==> config.mk <==
export PLATFORM = sky130hd
export DESIGN_NAME = i2c_dual_target_access
export DESIGN_NICKNAME = d
export VERILOG_FILES = /design/src/shared/dual_target_pkg.sv /design/src/logic/i2c_dual_target_access.sv
export SDC_FILE = /design/constraint.sdc
export NUM_CORES = 1
export LEC_CHECK = 0
export ABC_AREA = 1
export CORE_MARGIN = 2
export CORE_UTILIZATION = 55
export CTS_CLUSTER_DIAMETER = 60
export DETAILED_ROUTE_END_ITERATION = 10
export DONT_BUFFER_PORTS = 1
export PLACE_DENSITY_LB_ADDON = 0.12
export SLEW_MARGIN = 20
export SYNTH_ARGS = -nofsm -noshare
export SYNTH_HDL_FRONTEND = slang
export SYNTH_SLANG_ARGS = --single-unit
==> constraint.sdc <==
create_clock -name i_clock -period 4.6 [get_ports i_clock]
set_input_delay 0.23 -clock i_clock [delete_from_list [all_inputs] [get_ports i_clock]]
set_output_delay 0.23 -clock i_clock [all_outputs]
set_load 0.03 [all_outputs]
==> src/shared/dual_target_pkg.sv <==
// constants and carrier types for the dual-target serial slave
`default_nettype none
package dual_target_pkg;
  localparam int unsigned EE_AW       = 15;
  localparam logic [5:0]  MP_FIXED    = 6'h10;
  localparam logic [5:0]  EE_FIXED    = 6'h28;
  localparam logic [2:0]  EXT_ALL     = 3'h6;
  localparam logic [5:0]  PAGE_LAST   = 6'h3f;
  localparam logic [3:0]  BYTE_BITS   = 4'h8;
  localparam logic [3:0]  LAST_BIT    = 4'h7;
  localparam logic [1:0]  IDX_EE_DATA = 2'h2;
  localparam logic [1:0]  IDX_MAX     = 2'h3;
  localparam logic [7:0]  FILL_BYTE   = 8'hff;
  localparam logic [14:0] EE_LAST_DEF = 15'h07ff;

  typedef enum logic [7:0] {
    ST_IDLE   = 8'h01,
    ST_RX     = 8'h02,
    ST_DECIDE = 8'h04,
    ST_RXACK  = 8'h08,
    ST_STALL  = 8'h10,
    ST_FETCH  = 8'h20,
    ST_TX     = 8'h40,
    ST_TXACK  = 8'h80
  } state_e;

  typedef struct packed {
    logic              is_eeprom;
    logic [EE_AW-1:0]  addr;
    logic [7:0]        data;
  } wr_word_s;

  typedef struct packed {
    logic              is_eeprom;
    logic [EE_AW-1:0]  addr;
  } rd_req_s;
endpackage : dual_target_pkg
`default_nettype wire

==> src/logic/i2c_dual_target_access.sv <==
// serial slave front end: register block and eeprom targets
// Function
// - default addresses 010000A0 and 101000A0
// - each used extra line replaces fixed bit
// - full extension: msb 0 byte is pointer
// - full extension: msb 1 starts masked address
// - eeprom access carries high then low address
// - read advances address, stops one past end
// - read start or write byte past eeprom end is refused; read bytes past it are ff
// - page crossing stretches clock until programmed
// - register writes start with pointer byte
// - high reset input holds bus logic idle; pointer and address are kept
// - write block input refuses eeprom writes
// - shared pins serve address or write block
`default_nettype none
module i2c_dual_target_access #(
  parameter logic [14:0] EE_LAST = dual_target_pkg::EE_LAST_DEF
) (
  input  wire logic                      i_clock,
  input  wire logic                      i_rstn,
  input  wire logic                      i_pin_reset_in,
  input  wire logic                      i_scl,
  output logic                           o_scl,
  output logic                           o_scl_oe_n,
  input  wire logic                      i_sda,
  output logic                           o_sda,
  output logic                           o_sda_oe_n,
  input  wire logic                      i_addr_select_bit0,
  input  wire logic [5:0]                i_addr_select_ext_lines,
  input  wire logic [2:0]                i_ext_line_count,
  input  wire logic                      i_wd_enable,
  input  wire logic                      i_eeprom_write_block_in,
  output logic                           o_wr_valid,
  output dual_target_pkg::wr_word_s      o_wr_word,
  input  wire logic                      i_wr_ready,
  output logic                           o_ee_commit,
  input  wire logic                      i_ee_busy,
  output logic                           o_rd_req,
  output dual_target_pkg::rd_req_s       o_rd_word,
  input  wire logic                      i_rd_valid,
  input  wire logic [7:0]                i_rd_data
);
  dual_target_pkg::state_e    state_q, state_d;
  logic [3:0]                 cnt_q, cnt_d;
  logic [7:0]                 sh_q, sh_d;
  logic [1:0]                 idx_q, idx_d;
  logic [1:0]                 ph_q, ph_d;
  logic [14:0]                addr_q, addr_d;
  logic [7:0]                 ptr_q, ptr_d;
  logic                       addr_ph_q, addr_ph_d;
  logic                       rw_q, rw_d;
  logic                       tgt_ee_q, tgt_ee_d;
  logic                       ack_q, ack_d;
  logic                       pend_q, pend_d;
  logic                       dirty_q, dirty_d;
  logic                       scl_prev_q, sda_prev_q;
  logic                       sda_oe_n_q, sda_oe_n_d;
  logic                       scl_oe_n_q, scl_oe_n_d;
  logic                       commit_q, commit_d;
  logic                       rd_req_q, rd_req_d;
  dual_target_pkg::rd_req_s   rd_word_q, rd_word_d;
  dual_target_pkg::wr_word_s  head_q, head_d, skid_q, skid_d, push_word;
  logic                       head_v_q, head_v_d, skid_v_q, skid_v_d;
  logic                       push, buf_ready, buf_empty;
  logic                       pin_low_q;
  logic [5:0]                 ext_mask;
  logic [6:0]                 mp_exp, ee_exp;
  logic                       hit_mp, hit_ee, full_ext, past_end;
  logic                       scl_rise, scl_fall, start, stop;
  logic                       wd_block, mp_first;

  // each enabled line takes over the next fixed bit upward
  for (genvar g = 0; g < 6; g++)
  begin : g_mask
    assign ext_mask[g] = (i_ext_line_count > 3'(g));
  end

  assign mp_exp = {(dual_target_pkg::MP_FIXED & ~ext_mask) |
                   (i_addr_select_ext_lines & ext_mask),
                   i_addr_select_bit0};
  assign ee_exp = {(dual_target_pkg::EE_FIXED & ~ext_mask) |
                   (i_addr_select_ext_lines & ext_mask),
                   i_addr_select_bit0};
  assign hit_mp   = (sh_q[7:1] == mp_exp);
  assign hit_ee   = (sh_q[7:1] == ee_exp);
  assign full_ext = (i_ext_line_count >= dual_target_pkg::EXT_ALL);
  assign past_end = (addr_q > EE_LAST);
  assign wd_block = i_wd_enable && i_eeprom_write_block_in;
  assign mp_first = full_ext ? !sh_q[7] : !tgt_ee_q;
  assign scl_rise = i_scl && !scl_prev_q;
  assign scl_fall = !i_scl && scl_prev_q;
  assign start    = i_scl && scl_prev_q && sda_prev_q && !i_sda;
  assign stop     = i_scl && scl_prev_q && !sda_prev_q && i_sda;
  assign buf_ready = !skid_v_q;
  assign buf_empty = !head_v_q && !skid_v_q;

  // two-entry buffer; the sink may stall, the front end then stretches
  always_comb
  begin
    head_d   = head_q;
    head_v_d = head_v_q;
    skid_d   = skid_q;
    skid_v_d = skid_v_q;
    if (head_v_q && i_wr_ready)
    begin
      head_d   = skid_q;
      head_v_d = skid_v_q;
      skid_v_d = 1'b0;
    end
    if (push)
    begin
      if (!head_v_d)
      begin
        head_d   = push_word;
        head_v_d = 1'b1;
      end
      else
      begin
        skid_d   = push_word;
        skid_v_d = 1'b1;
      end
    end
    if (i_pin_reset_in)
    begin
      head_v_d = 1'b0;
      skid_v_d = 1'b0;
    end
  end

  always_comb
  begin
    state_d    = state_q;
    cnt_d      = cnt_q;
    sh_d       = sh_q;
    idx_d      = idx_q;
    ph_d       = ph_q;
    addr_d     = addr_q;
    ptr_d      = ptr_q;
    addr_ph_d  = addr_ph_q;
    rw_d       = rw_q;
    tgt_ee_d   = tgt_ee_q;
    ack_d      = ack_q;
    pend_d     = pend_q;
    dirty_d    = dirty_q;
    sda_oe_n_d = sda_oe_n_q;
    commit_d   = 1'b0;
    rd_req_d   = 1'b0;
    rd_word_d  = rd_word_q;
    push       = 1'b0;
    push_word  = '0;
    case (state_q)
      dual_target_pkg::ST_RX:
      begin
        if (scl_rise)
        begin
          sh_d  = {sh_q[6:0], i_sda};
          cnt_d = cnt_q + 4'h1;
        end
        else if (scl_fall && cnt_q == dual_target_pkg::BYTE_BITS)
          state_d = dual_target_pkg::ST_DECIDE;
      end
      dual_target_pkg::ST_DECIDE:
      begin
        state_d = dual_target_pkg::ST_RXACK;
        ack_d   = 1'b1;
        if (addr_ph_q)
        begin
          rw_d = sh_q[0];
          if (!(hit_mp || hit_ee))
            ack_d = 1'b0;
          else if (!full_ext)
            tgt_ee_d = hit_ee;
          // with all extra lines used, a read lands on the target chosen by the last write; otherwise on the addressed one
          if (sh_q[0] && (full_ext ? tgt_ee_q : hit_ee) && past_end)
            ack_d = 1'b0;
        end
        else if (idx_q == 2'h0 && mp_first)
        begin
          ptr_d    = sh_q;
          tgt_ee_d = 1'b0;
        end
        else if (idx_q == 2'h0)
        begin
          addr_d[14:8] = sh_q[6:0];
          tgt_ee_d     = 1'b1;
        end
        else if (tgt_ee_q && idx_q == 2'h1)
          addr_d[7:0] = sh_q;
        else if (!buf_ready)
          state_d = dual_target_pkg::ST_DECIDE;
        else if (tgt_ee_q && (past_end || wd_block))
          ack_d = 1'b0;
        else
        begin
          push      = 1'b1;
          push_word = {tgt_ee_q, tgt_ee_q ? addr_q : {7'h00, ptr_q}, sh_q};
          if (tgt_ee_q)
          begin
            addr_d  = addr_q + 15'h0001;
            dirty_d = 1'b1;
            if (addr_q[5:0] == dual_target_pkg::PAGE_LAST)
              pend_d = 1'b1;
          end
        end
        if (state_d == dual_target_pkg::ST_RXACK)
        begin
          sda_oe_n_d = !ack_d;
          addr_ph_d  = 1'b0;
          if (!addr_ph_q && idx_q != dual_target_pkg::IDX_MAX)
            idx_d = idx_q + 2'h1;
        end
      end
      dual_target_pkg::ST_RXACK:
      begin
        if (scl_fall)
        begin
          sda_oe_n_d = 1'b1;
          cnt_d      = 4'h0;
          if (!ack_q)
            state_d = dual_target_pkg::ST_IDLE;
          else if (pend_q)
            state_d = dual_target_pkg::ST_STALL;
          else if (rw_q)
            state_d = dual_target_pkg::ST_FETCH;
          else
            state_d = dual_target_pkg::ST_RX;
        end
      end
      dual_target_pkg::ST_STALL:
      begin
        // drain the buffer, start programming, wait out busy
        if (ph_q == 2'h0 && buf_empty)
        begin
          commit_d = 1'b1;
          ph_d     = 2'h1;
        end
        else if (ph_q == 2'h1)
          ph_d = 2'h2;
        else if (ph_q == 2'h2 && !i_ee_busy)
        begin
          ph_d    = 2'h0;
          pend_d  = 1'b0;
          dirty_d = 1'b0;
          state_d = dual_target_pkg::ST_RX;
        end
      end
      dual_target_pkg::ST_FETCH:
      begin
        if (ph_q == 2'h0 && tgt_ee_q && past_end)
        begin
          sh_d       = dual_target_pkg::FILL_BYTE;
          sda_oe_n_d = dual_target_pkg::FILL_BYTE[7];
          state_d    = dual_target_pkg::ST_TX;
        end
        else if (ph_q == 2'h0)
        begin
          rd_req_d  = 1'b1;
          rd_word_d = {tgt_ee_q, tgt_ee_q ? addr_q : {7'h00, ptr_q}};
          ph_d      = 2'h1;
        end
        else if (i_rd_valid)
        begin
          ph_d       = 2'h0;
          sh_d       = i_rd_data;
          sda_oe_n_d = i_rd_data[7];
          state_d    = dual_target_pkg::ST_TX;
          if (tgt_ee_q && !past_end)
            addr_d = addr_q + 15'h0001;
        end
      end
      dual_target_pkg::ST_TX:
      begin
        if (scl_fall && cnt_q == dual_target_pkg::LAST_BIT)
        begin
          sda_oe_n_d = 1'b1;
          state_d    = dual_target_pkg::ST_TXACK;
        end
        else if (scl_fall)
        begin
          cnt_d      = cnt_q + 4'h1;
          sh_d       = {sh_q[6:0], 1'b0};
          sda_oe_n_d = sh_q[6];
        end
      end
      dual_target_pkg::ST_TXACK:
      begin
        if (scl_rise)
          ack_d = !i_sda;
        else if (scl_fall)
        begin
          cnt_d   = 4'h0;
          state_d = ack_q ? dual_target_pkg::ST_FETCH
                          : dual_target_pkg::ST_IDLE;
        end
      end
      default:
      begin
        state_d = dual_target_pkg::ST_IDLE;
      end
    endcase
    if (stop)
    begin
      state_d    = dual_target_pkg::ST_IDLE;
      sda_oe_n_d = 1'b1;
      // partial page is programmed once the master lets go
      if (dirty_q && !pend_q)
      begin
        commit_d = 1'b1;
        dirty_d  = 1'b0;
      end
    end
    if (start)
    begin
      state_d    = dual_target_pkg::ST_RX;
      cnt_d      = 4'h0;
      idx_d      = 2'h0;
      addr_ph_d  = 1'b1;
      sda_oe_n_d = 1'b1;
    end
    if (i_pin_reset_in)
    begin
      state_d    = dual_target_pkg::ST_IDLE;
      sda_oe_n_d = 1'b1;
      commit_d   = 1'b0;
      rd_req_d   = 1'b0;
      pend_d     = 1'b0;
      dirty_d    = 1'b0;
      ph_d       = 2'h0;
    end
    // clock held low in exactly these states
    scl_oe_n_d = !(state_d == dual_target_pkg::ST_DECIDE ||
                   state_d == dual_target_pkg::ST_STALL ||
                   state_d == dual_target_pkg::ST_FETCH);
  end

  always_ff @(posedge i_clock or negedge i_rstn)
  begin
    if (!i_rstn)
    begin
      state_q    <= dual_target_pkg::ST_IDLE;
      cnt_q      <= 4'h0;
      sh_q       <= 8'h00;
      idx_q      <= 2'h0;
      ph_q       <= 2'h0;
      addr_q     <= 15'h0000;
      ptr_q      <= 8'h00;
      addr_ph_q  <= 1'b0;
      rw_q       <= 1'b0;
      tgt_ee_q   <= 1'b0;
      ack_q      <= 1'b0;
      pend_q     <= 1'b0;
      dirty_q    <= 1'b0;
      scl_prev_q <= 1'b1;
      sda_prev_q <= 1'b1;
      sda_oe_n_q <= 1'b1;
      scl_oe_n_q <= 1'b1;
      commit_q   <= 1'b0;
      rd_req_q   <= 1'b0;
      rd_word_q  <= '0;
      head_q     <= '0;
      head_v_q   <= 1'b0;
      skid_q     <= '0;
      skid_v_q   <= 1'b0;
      pin_low_q  <= 1'b0;
    end
    else
    begin
      state_q    <= state_d;
      cnt_q      <= cnt_d;
      sh_q       <= sh_d;
      idx_q      <= idx_d;
      ph_q       <= ph_d;
      addr_q     <= addr_d;
      ptr_q      <= ptr_d;
      addr_ph_q  <= addr_ph_d;
      rw_q       <= rw_d;
      tgt_ee_q   <= tgt_ee_d;
      ack_q      <= ack_d;
      pend_q     <= pend_d;
      dirty_q    <= dirty_d;
      scl_prev_q <= i_scl;
      sda_prev_q <= i_sda;
      sda_oe_n_q <= sda_oe_n_d;
      scl_oe_n_q <= scl_oe_n_d;
      commit_q   <= commit_d;
      rd_req_q   <= rd_req_d;
      rd_word_q  <= rd_word_d;
      head_q     <= head_d;
      head_v_q   <= head_v_d;
      skid_q     <= skid_d;
      skid_v_q   <= skid_v_d;
      pin_low_q  <= 1'b0;
    end
  end

  assign o_scl      = pin_low_q;
  assign o_sda      = pin_low_q;
  assign o_scl_oe_n = scl_oe_n_q;
  assign o_sda_oe_n = sda_oe_n_q;
  assign o_wr_valid = head_v_q;
  assign o_wr_word  = head_q;
  assign o_ee_commit = commit_q;
  assign o_rd_req   = rd_req_q;
  assign o_rd_word  = rd_word_q;

  logic dec_a, dec_d, ee_dat;
  assign dec_a  = state_q == dual_target_pkg::ST_DECIDE && addr_ph_q;
  assign dec_d  = state_q == dual_target_pkg::ST_DECIDE && !addr_ph_q;
  assign ee_dat = dec_d && tgt_ee_q && idx_q >= dual_target_pkg::IDX_EE_DATA
                  && buf_ready && !i_pin_reset_in;
endmodule : i2c_dual_target_access
`default_nettype wire

==> results.ini, run 1 <==
[placed_design]
dp.cells=1020
gp_congestion=0.962
port_buffers=0
dpl.hpwl_um=12100
place_worst_setup_slack_ps=2160
placed_cell_area_um2=7000

[finish]
fin_area_um2=7630
n_antenna_cell=0
layout-drive-gt1-share=0.142
syn_to_final_growth_pct=9.64
finalNonFillerCells=1055
nNetsFinal=906

[power_and_ir_drop]
p_switching_mw=0.610
p_per_area_nw_per_um2=335
ir_drop_mv=0.205
seq_power_share=0.452
combinationalPowerShare=0.054
p_clk_frac=0.494
p_leak_nw=3.78
switching_share=0.239
internal_power_mw=1.94

[timing]
setup_viol=0
worst_pin_slew_ps=766
period_share=0.533
hold_violations=0
fmax_mhz=408
worst_slack_ps=2150
final_max_slew_viol_count=0
grt_setup_unrepaired=no
period_needed_ps=2450
relSlewSlack=0.488
timing.hold.ws_ps=27.9
finalSetupTns_ps=0
skew_ps=14.1

[clocking]
clk_pin_slew_worst_paths_ps=60
cts.sinks=125
numCtsBuffers=17
cts_tree=yes
cts_resized=0
clockBufferDepth=2
clk_latency_ps=430
cts-root-buf=clkbuf_16
htreeDepth=4

[global_route]
grt_pass1_vias=5432
overflow=0
grt_max_degree=126
grt_usage=0.266
antenna_found_initial=0
grt_pass1_wl_um=27600

[detailed_routing]
drc=0
drt-wirelength-per-cell_um=16.0
via_count=5841
routed_wl_um=16900
drt_first_pass_iters=5
ant_nets=0
vias_per_cell=5.54
initialDrtViolationCount=605

[die]
start_util=0.558
die_h_um=116
die_w_um=116
die_area_um2=13600
fp-row-count=41
io-pin-count=75
core_area_um2=12500

[yosys]
synth_top_family_by_area=simple AND/OR/NAND/NOR gates
ys_types=49
synthMuxAreaShare=0.0322
synth_compound_area_frac=0.141
syn_avg_cell_area_um2=7.97
yosysMostFrequentCell=nand2_1
yosysWarnings=0
synth_area_leaders=dfrtp_1 43%, nand2_1 13%, inv_1 5.2%, o21ai_0 5.0%, o21ai_2 4.2%
synth_adder_area_share=0.0108
async_flop_share=1.00
synth_area_um2=6960
synth-edff-count=0
yosys.area_share.simple=0.264
synth_xor_area_frac=0.0176
synth_cells=873
synth_seq_area_share=0.451
synth_top_cell_by_area=dfrtp_1
ys.flop_type=dfrtp_1
yosysTopAreaCellShare=0.432
synth_common_cells=250 x nand2_1, 120 x dfrtp_1, 96 x inv_1
synth.ff_latch_count=125

[setup_path]
cp_slowest_cell=nand3_4
cp.buffers_inverters=1
rr_startpoint=addr_q[0]
critPathArrivalTime_ps=2750
crit_chain=ha_1, nand3_2, nor3_4, nand2_2, nand2_4, nand2_4, nand2_4, nand2_4, inv_6, nand3_4, nand2_1, o21ai_2
critPathCaptureType=register
critical_path.top_delay_family=simple AND/OR/NAND/NOR gates
max_stage_delay_ps=440
cp-start-kind=register
required_ps=4900
critical-path-top-cell-by-count=nand2_4
cp-startpoint=addr_q[0]
crit_fanout=42
criticalPathCategory=reg2reg

[min_path]
hp-start=i_pin_reset_in
hold_class=in2reg

[run]
maxCapViolCount=0

[outcome]
status=finished, final reports clean

state kept, by name, indices dropped and copies added, names as in the netlist, 2 cells and up:
register / count
o_rd_word: 16
o_wr_word: 24
sh_q: 8
addr_q: 15
ptr_q: 8
ph_q: 2
idx_q: 2
cnt_q: 4
state_q: 8
skid_q: 24
layer usage:
metal  vias up  GRT usage  part of all wire
met3        31     0.0784             0.083
li1       2824          -                 -
met4         0     0.0794             0.017
met5         -          0                 0
met2       215      0.408              0.45
met1      2771      0.366              0.45
cell type report:
| class | instances | area [um^2] |
|---|---|---|
| fill | 1135 | 4840 |
| multi-input combinational | 619 | 3250 |
| sequential | 125 | 3130 |
| clock buffer | 20 | 467 |
| inverter | 103 | 392 |
| tap | 172 | 215 |
| clock inverter | 10 | 91.3 |
| timing repair buffer | 6 | 75.1 |
layout by cell type, fill, tap and decap left out, types with 3 or more instances in the layout:
| master | netlist | final |
|---|---|---|
| nand2_1 | 250 | 250 |
| dfrtp_1 | 120 | 120 |
| inv_1 | 96 | 96 |
| nor2_1 | 74 | 74 |
| o21ai_0 | 70 | 70 |
| nand3_1 | 41 | 41 |
| o21ai_2 | 33 | 33 |
| a21oi_1 | 26 | 26 |
| mux2_2 | 19 | 19 |
| clkbuf_16 | 0 | 17 |
| nor3_1 | 15 | 15 |
| nand4_1 | 13 | 13 |
| o21ai_1 | 10 | 10 |
| xor2_1 | 10 | 10 |
| nand2_2 | 6 | 6 |
| inv_2 | 6 | 6 |
| ha_1 | 6 | 6 |
| clkinvlp_4 | 0 | 5 |
| dfstp_2 | 5 | 5 |
| nand2_4 | 4 | 4 |
| o211ai_2 | 4 | 4 |
| xnor2_1 | 4 | 4 |
| dlygate4sd3_1 | 0 | 4 |
| nor2_2 | 3 | 3 |
| nand3_4 | 3 | 3 |
| clkinv_2 | 0 | 3 |
| clkbuf_8 | 0 | 3 |
what timing repair did:
action                                  CTS  global route
endpoints found under the hold margin   133             0
hold buffers                              5             0
endpoints found under the setup margin    0             0
buffers inserted                          0             0
power groups by stage:
stage / registers, mW / logic (mW) / clock network, mW
5_1_grt: 1.16 / 0.159 / 1.32
3_3_place_gp: 1.17 / 0.108 / 0
3_5_place_dp: 1.17 / 0.110 / 0
6_report: 1.15 / 0.138 / 1.26
4_1_cts: 1.15 / 0.140 / 1.27
2_1_floorplan: 1.16 / 0.0945 / 0
per-stage QoR:
stage | util | power, mW
final | 0.612 | 2.55
after global routing | 0.612 | 2.64
after CTS | 0.612 | 2.57
after detailed placement | 0.562 | 1.28
after global placement | 0.562 | 1.28
after floorplan | - | 1.26
final timing paths:
kind                                 end  depth (start not counted)  slack [ps]
hold / removal                    pend_q                          3          30
hold reg to reg                skid_q[7]                          2         480
min in group asynchronous  o_rd_word[14]                          2         430
max in group asynchronous     state_q[7]                          2        3690
setup / recovery               skid_q[5]                         12        2150
setup reg to reg               skid_q[5]                         12        2150
cell families (layout without fill, tap and decap cells):
family,Yosys count,in the layout
XOR/XNOR,14,14
other,1,2
buffers and inverters,130,139
flip-flops,125,125
adder cells (fa/ha/maj),6,6
multiplexers,20,20
AO/OA/AOI/OAI,156,156
AND/OR/NAND/NOR,421,421
tightest hold or removal path, delay by kind of cell:
family	cells	cell delay [ps]
compound gates	2	130
buf+inv	1	50
Power figures use the tool's default switching activity.
==> run 2, diff against run 1 <==
==> constraint.sdc (replaced) <==
create_clock -name i_clock -period 2.1 [get_ports i_clock]
set_input_delay 0.105 -clock i_clock [delete_from_list [all_inputs] [get_ports i_clock]]
set_output_delay 0.105 -clock i_clock [all_outputs]
set_load 0.03 [all_outputs]
==> run 2 against run 1 <==
Compared with the run above:
- the flow now finishes with violations (hold timing, setup timing)
- critical path type unchanged
- count of clock-buffer cells in the layout grew 1
- setup slack lost 2200 ps
- critical endpoint is now skid_q[3]
- core utilization grew 8.1 points
- via count grew 5.6%
- global-route usage grew 1.3 points
- sequential share of layout area shrank 4.7 points
==> results.ini, run 2 (synthesis gave the netlist of run 1 again) <==
[die]
io-pin-count=75
fp-row-count=41
die_area_um2=13600
core_area_um2=12500
die_w_um=116
start_util=0.558
die_h_um=116

[detailed_routing]
m1WireLength_um=8410
via_count=6169
drt_first_pass_iters=7
top_layer=met4
initialDrtViolationCount=438
wl_met2_um=9530
drt-wirelength-per-cell_um=17.2
vias_per_cell=5.44
ant_nets=0
routed_wl_um=19500
drc=0
wl_met3_um=1290

[clocking]
clk_pin_slew_worst_paths_ps=60
htreeDepth=4
clk_latency_ps=420
numCtsBuffers=17
cts.sinks=125
postCtsHoldBufs=9
cts_tree=yes
cts-root-buf=clkbuf_16
clockBufferDepth=2

[finish]
final_core_util=0.693
final_common_cell=nand2_1
layout-drive-gt1-share=0.266
n_antenna_cell=0
final_cell_mix=221 x nand2_1, 112 x dfrtp_1, 86 x inv_1, 70 x nor2_1, 68 x o21ai_0
finalNonFillerCells=1134
fill_cells=1019
multi_input_area_um2=3520
layout.area.seq_um2=3140
syn_to_final_growth_pct=24.2
nNetsFinal=983

[placed_design]
dpl.hpwl_um=13000
port_buffers=0
gp_congestion=0.887
dp.cells=1061

[setup_path]
reg2reg_slack_ps=-8
criticalPathCategory=reg2reg
critPathCaptureType=register
crit_chain=nand2_1, nor2_1, nand3_1, nand2_1, buf_4, nand2_4, nand2_4, nand2_4, nand2_4, inv_6, nand3_4, clkbuf_16, nand2_4, o21ai_2
required_ps=2400
cp-start-kind=register
critical-path-top-cell-by-count=nand2_4
max_stage_delay_ps=450
crit_fanout=8
cp_slowest_cell=dfrtp_2
critPathArrivalTime_ps=2410

[timing]
period_share=1.00
timing.hold.ws_ps=-620
worst_slack_ps=-8.01
final_max_slew_viol_count=0
hold_violations=125
setup_viol=3
fmax_mhz=474
period_needed_ps=2110
skew_ps=10.9
grt_setup_unrepaired=yes

[outcome]
status=finished, violations left
failed_checks=hold timing, setup timing

[power_and_ir_drop]
p_leak_nw=4.22
p_per_area_nw_per_um2=665
ir_drop_mv=0.390

[run]
maxCapViolCount=0

[global_route]
grt_pass1_wl_um=29000
grt_usage=0.279
overflow=0
antenna_found_initial=0
grt_pass1_vias=5855
grt_max_degree=126

[min_path]
hold_class=in2async

## run 2: cell count changes in the layout (fill, tap and decap cells not counted), moves of 5 or more
cell / previous run / this run
nand2_2: 6 / 16
nand2_4: 4 / 24
buf_4: 1 / 61
dfrtp_2: 0 / 8
buf_12: 0 / 5
inv_1: 96 / 86
dlygate4sd3_1: 4 / 9
dfrtp_1: 120 / 112
inv_2: 6 / 15
nand2_1: 250 / 221
## run 2: per-layer routing
layer  global-route usage  vias up
met5                    0        -
met4               0.0984        0
met3               0.0643       24
met2                0.451      212
met1                0.371     2953
li1                     -     2980
## run 2: timing repair
action	CTS	global route
gates resized for setup	1	85
pin swaps	1	11
setup buffers	5	19
cloned	0	8
hold endpoints to repair	144	125
endpoints found under the setup margin	20	90
## run 2: worst paths after layout
| check | startpoint | depth (start not counted) | to |
|---|---|---|---|
| max in group asynchronous | i_rstn | 0 | o_scl_oe_n |
| setup / recovery | addr_q[7] | 14 | skid_q[3] |
| min in group i_clock | i_pin_reset_in | 4 | o_sda_oe_n |
| setup reg to reg | addr_q[7] | 14 | skid_q[3] |
| hold reg to reg | ptr_q[1] | 2 | ptr_q[1] |
| hold / removal | i_rstn | 0 | o_wr_word[8] |
## run 2: area by class of cell
class / count / share of cell area
multi-input cells: 621 / 0.408
repair buffers: 81 / 0.0892
well taps: 172 / 0.0249
clock buffers: 21 / 0.0533
clock inverters: 11 / 0.0152
inverters: 103 / 0.0458
flip-flops and latches: 125 / 0.364
## run 2: critical path: cells and delay by family, from the launching register on
kind                   cells  cell delay (ps)
AO/OA/AOI/OAI              1               40
flip-flops                 1              450
buffers and inverters      3              510
AND/OR/NAND/NOR           10              960
## run 2: power by group
part	leakage, nW	internal, mW	switching [mW]
Combinational	2.30	0.112	0.173
Sequential	1.64	2.46	0.0612
Clock	0.281	1.82	1.11
## run 2: through the flow
stage / area [um^2] / worst slack, ps / power, mW / hold slack [ps] / TNS (ps)
6_report: 8640 / -8.01 / 5.74 / -620 / -11.8
5_1_grt: 8640 / -89.2 / 5.95 / -650 / -2550
4_1_cts: 8080 / 12.0 / 5.77 / -635 / 0
3_5_place_dp: 7360 / -193 / 2.82 / -188 / -2510
3_3_place_gp: 7360 / -173 / 2.81 / -188 / -2190
2_1_floorplan: 6960 / 219 / 2.76 / -191 / 0
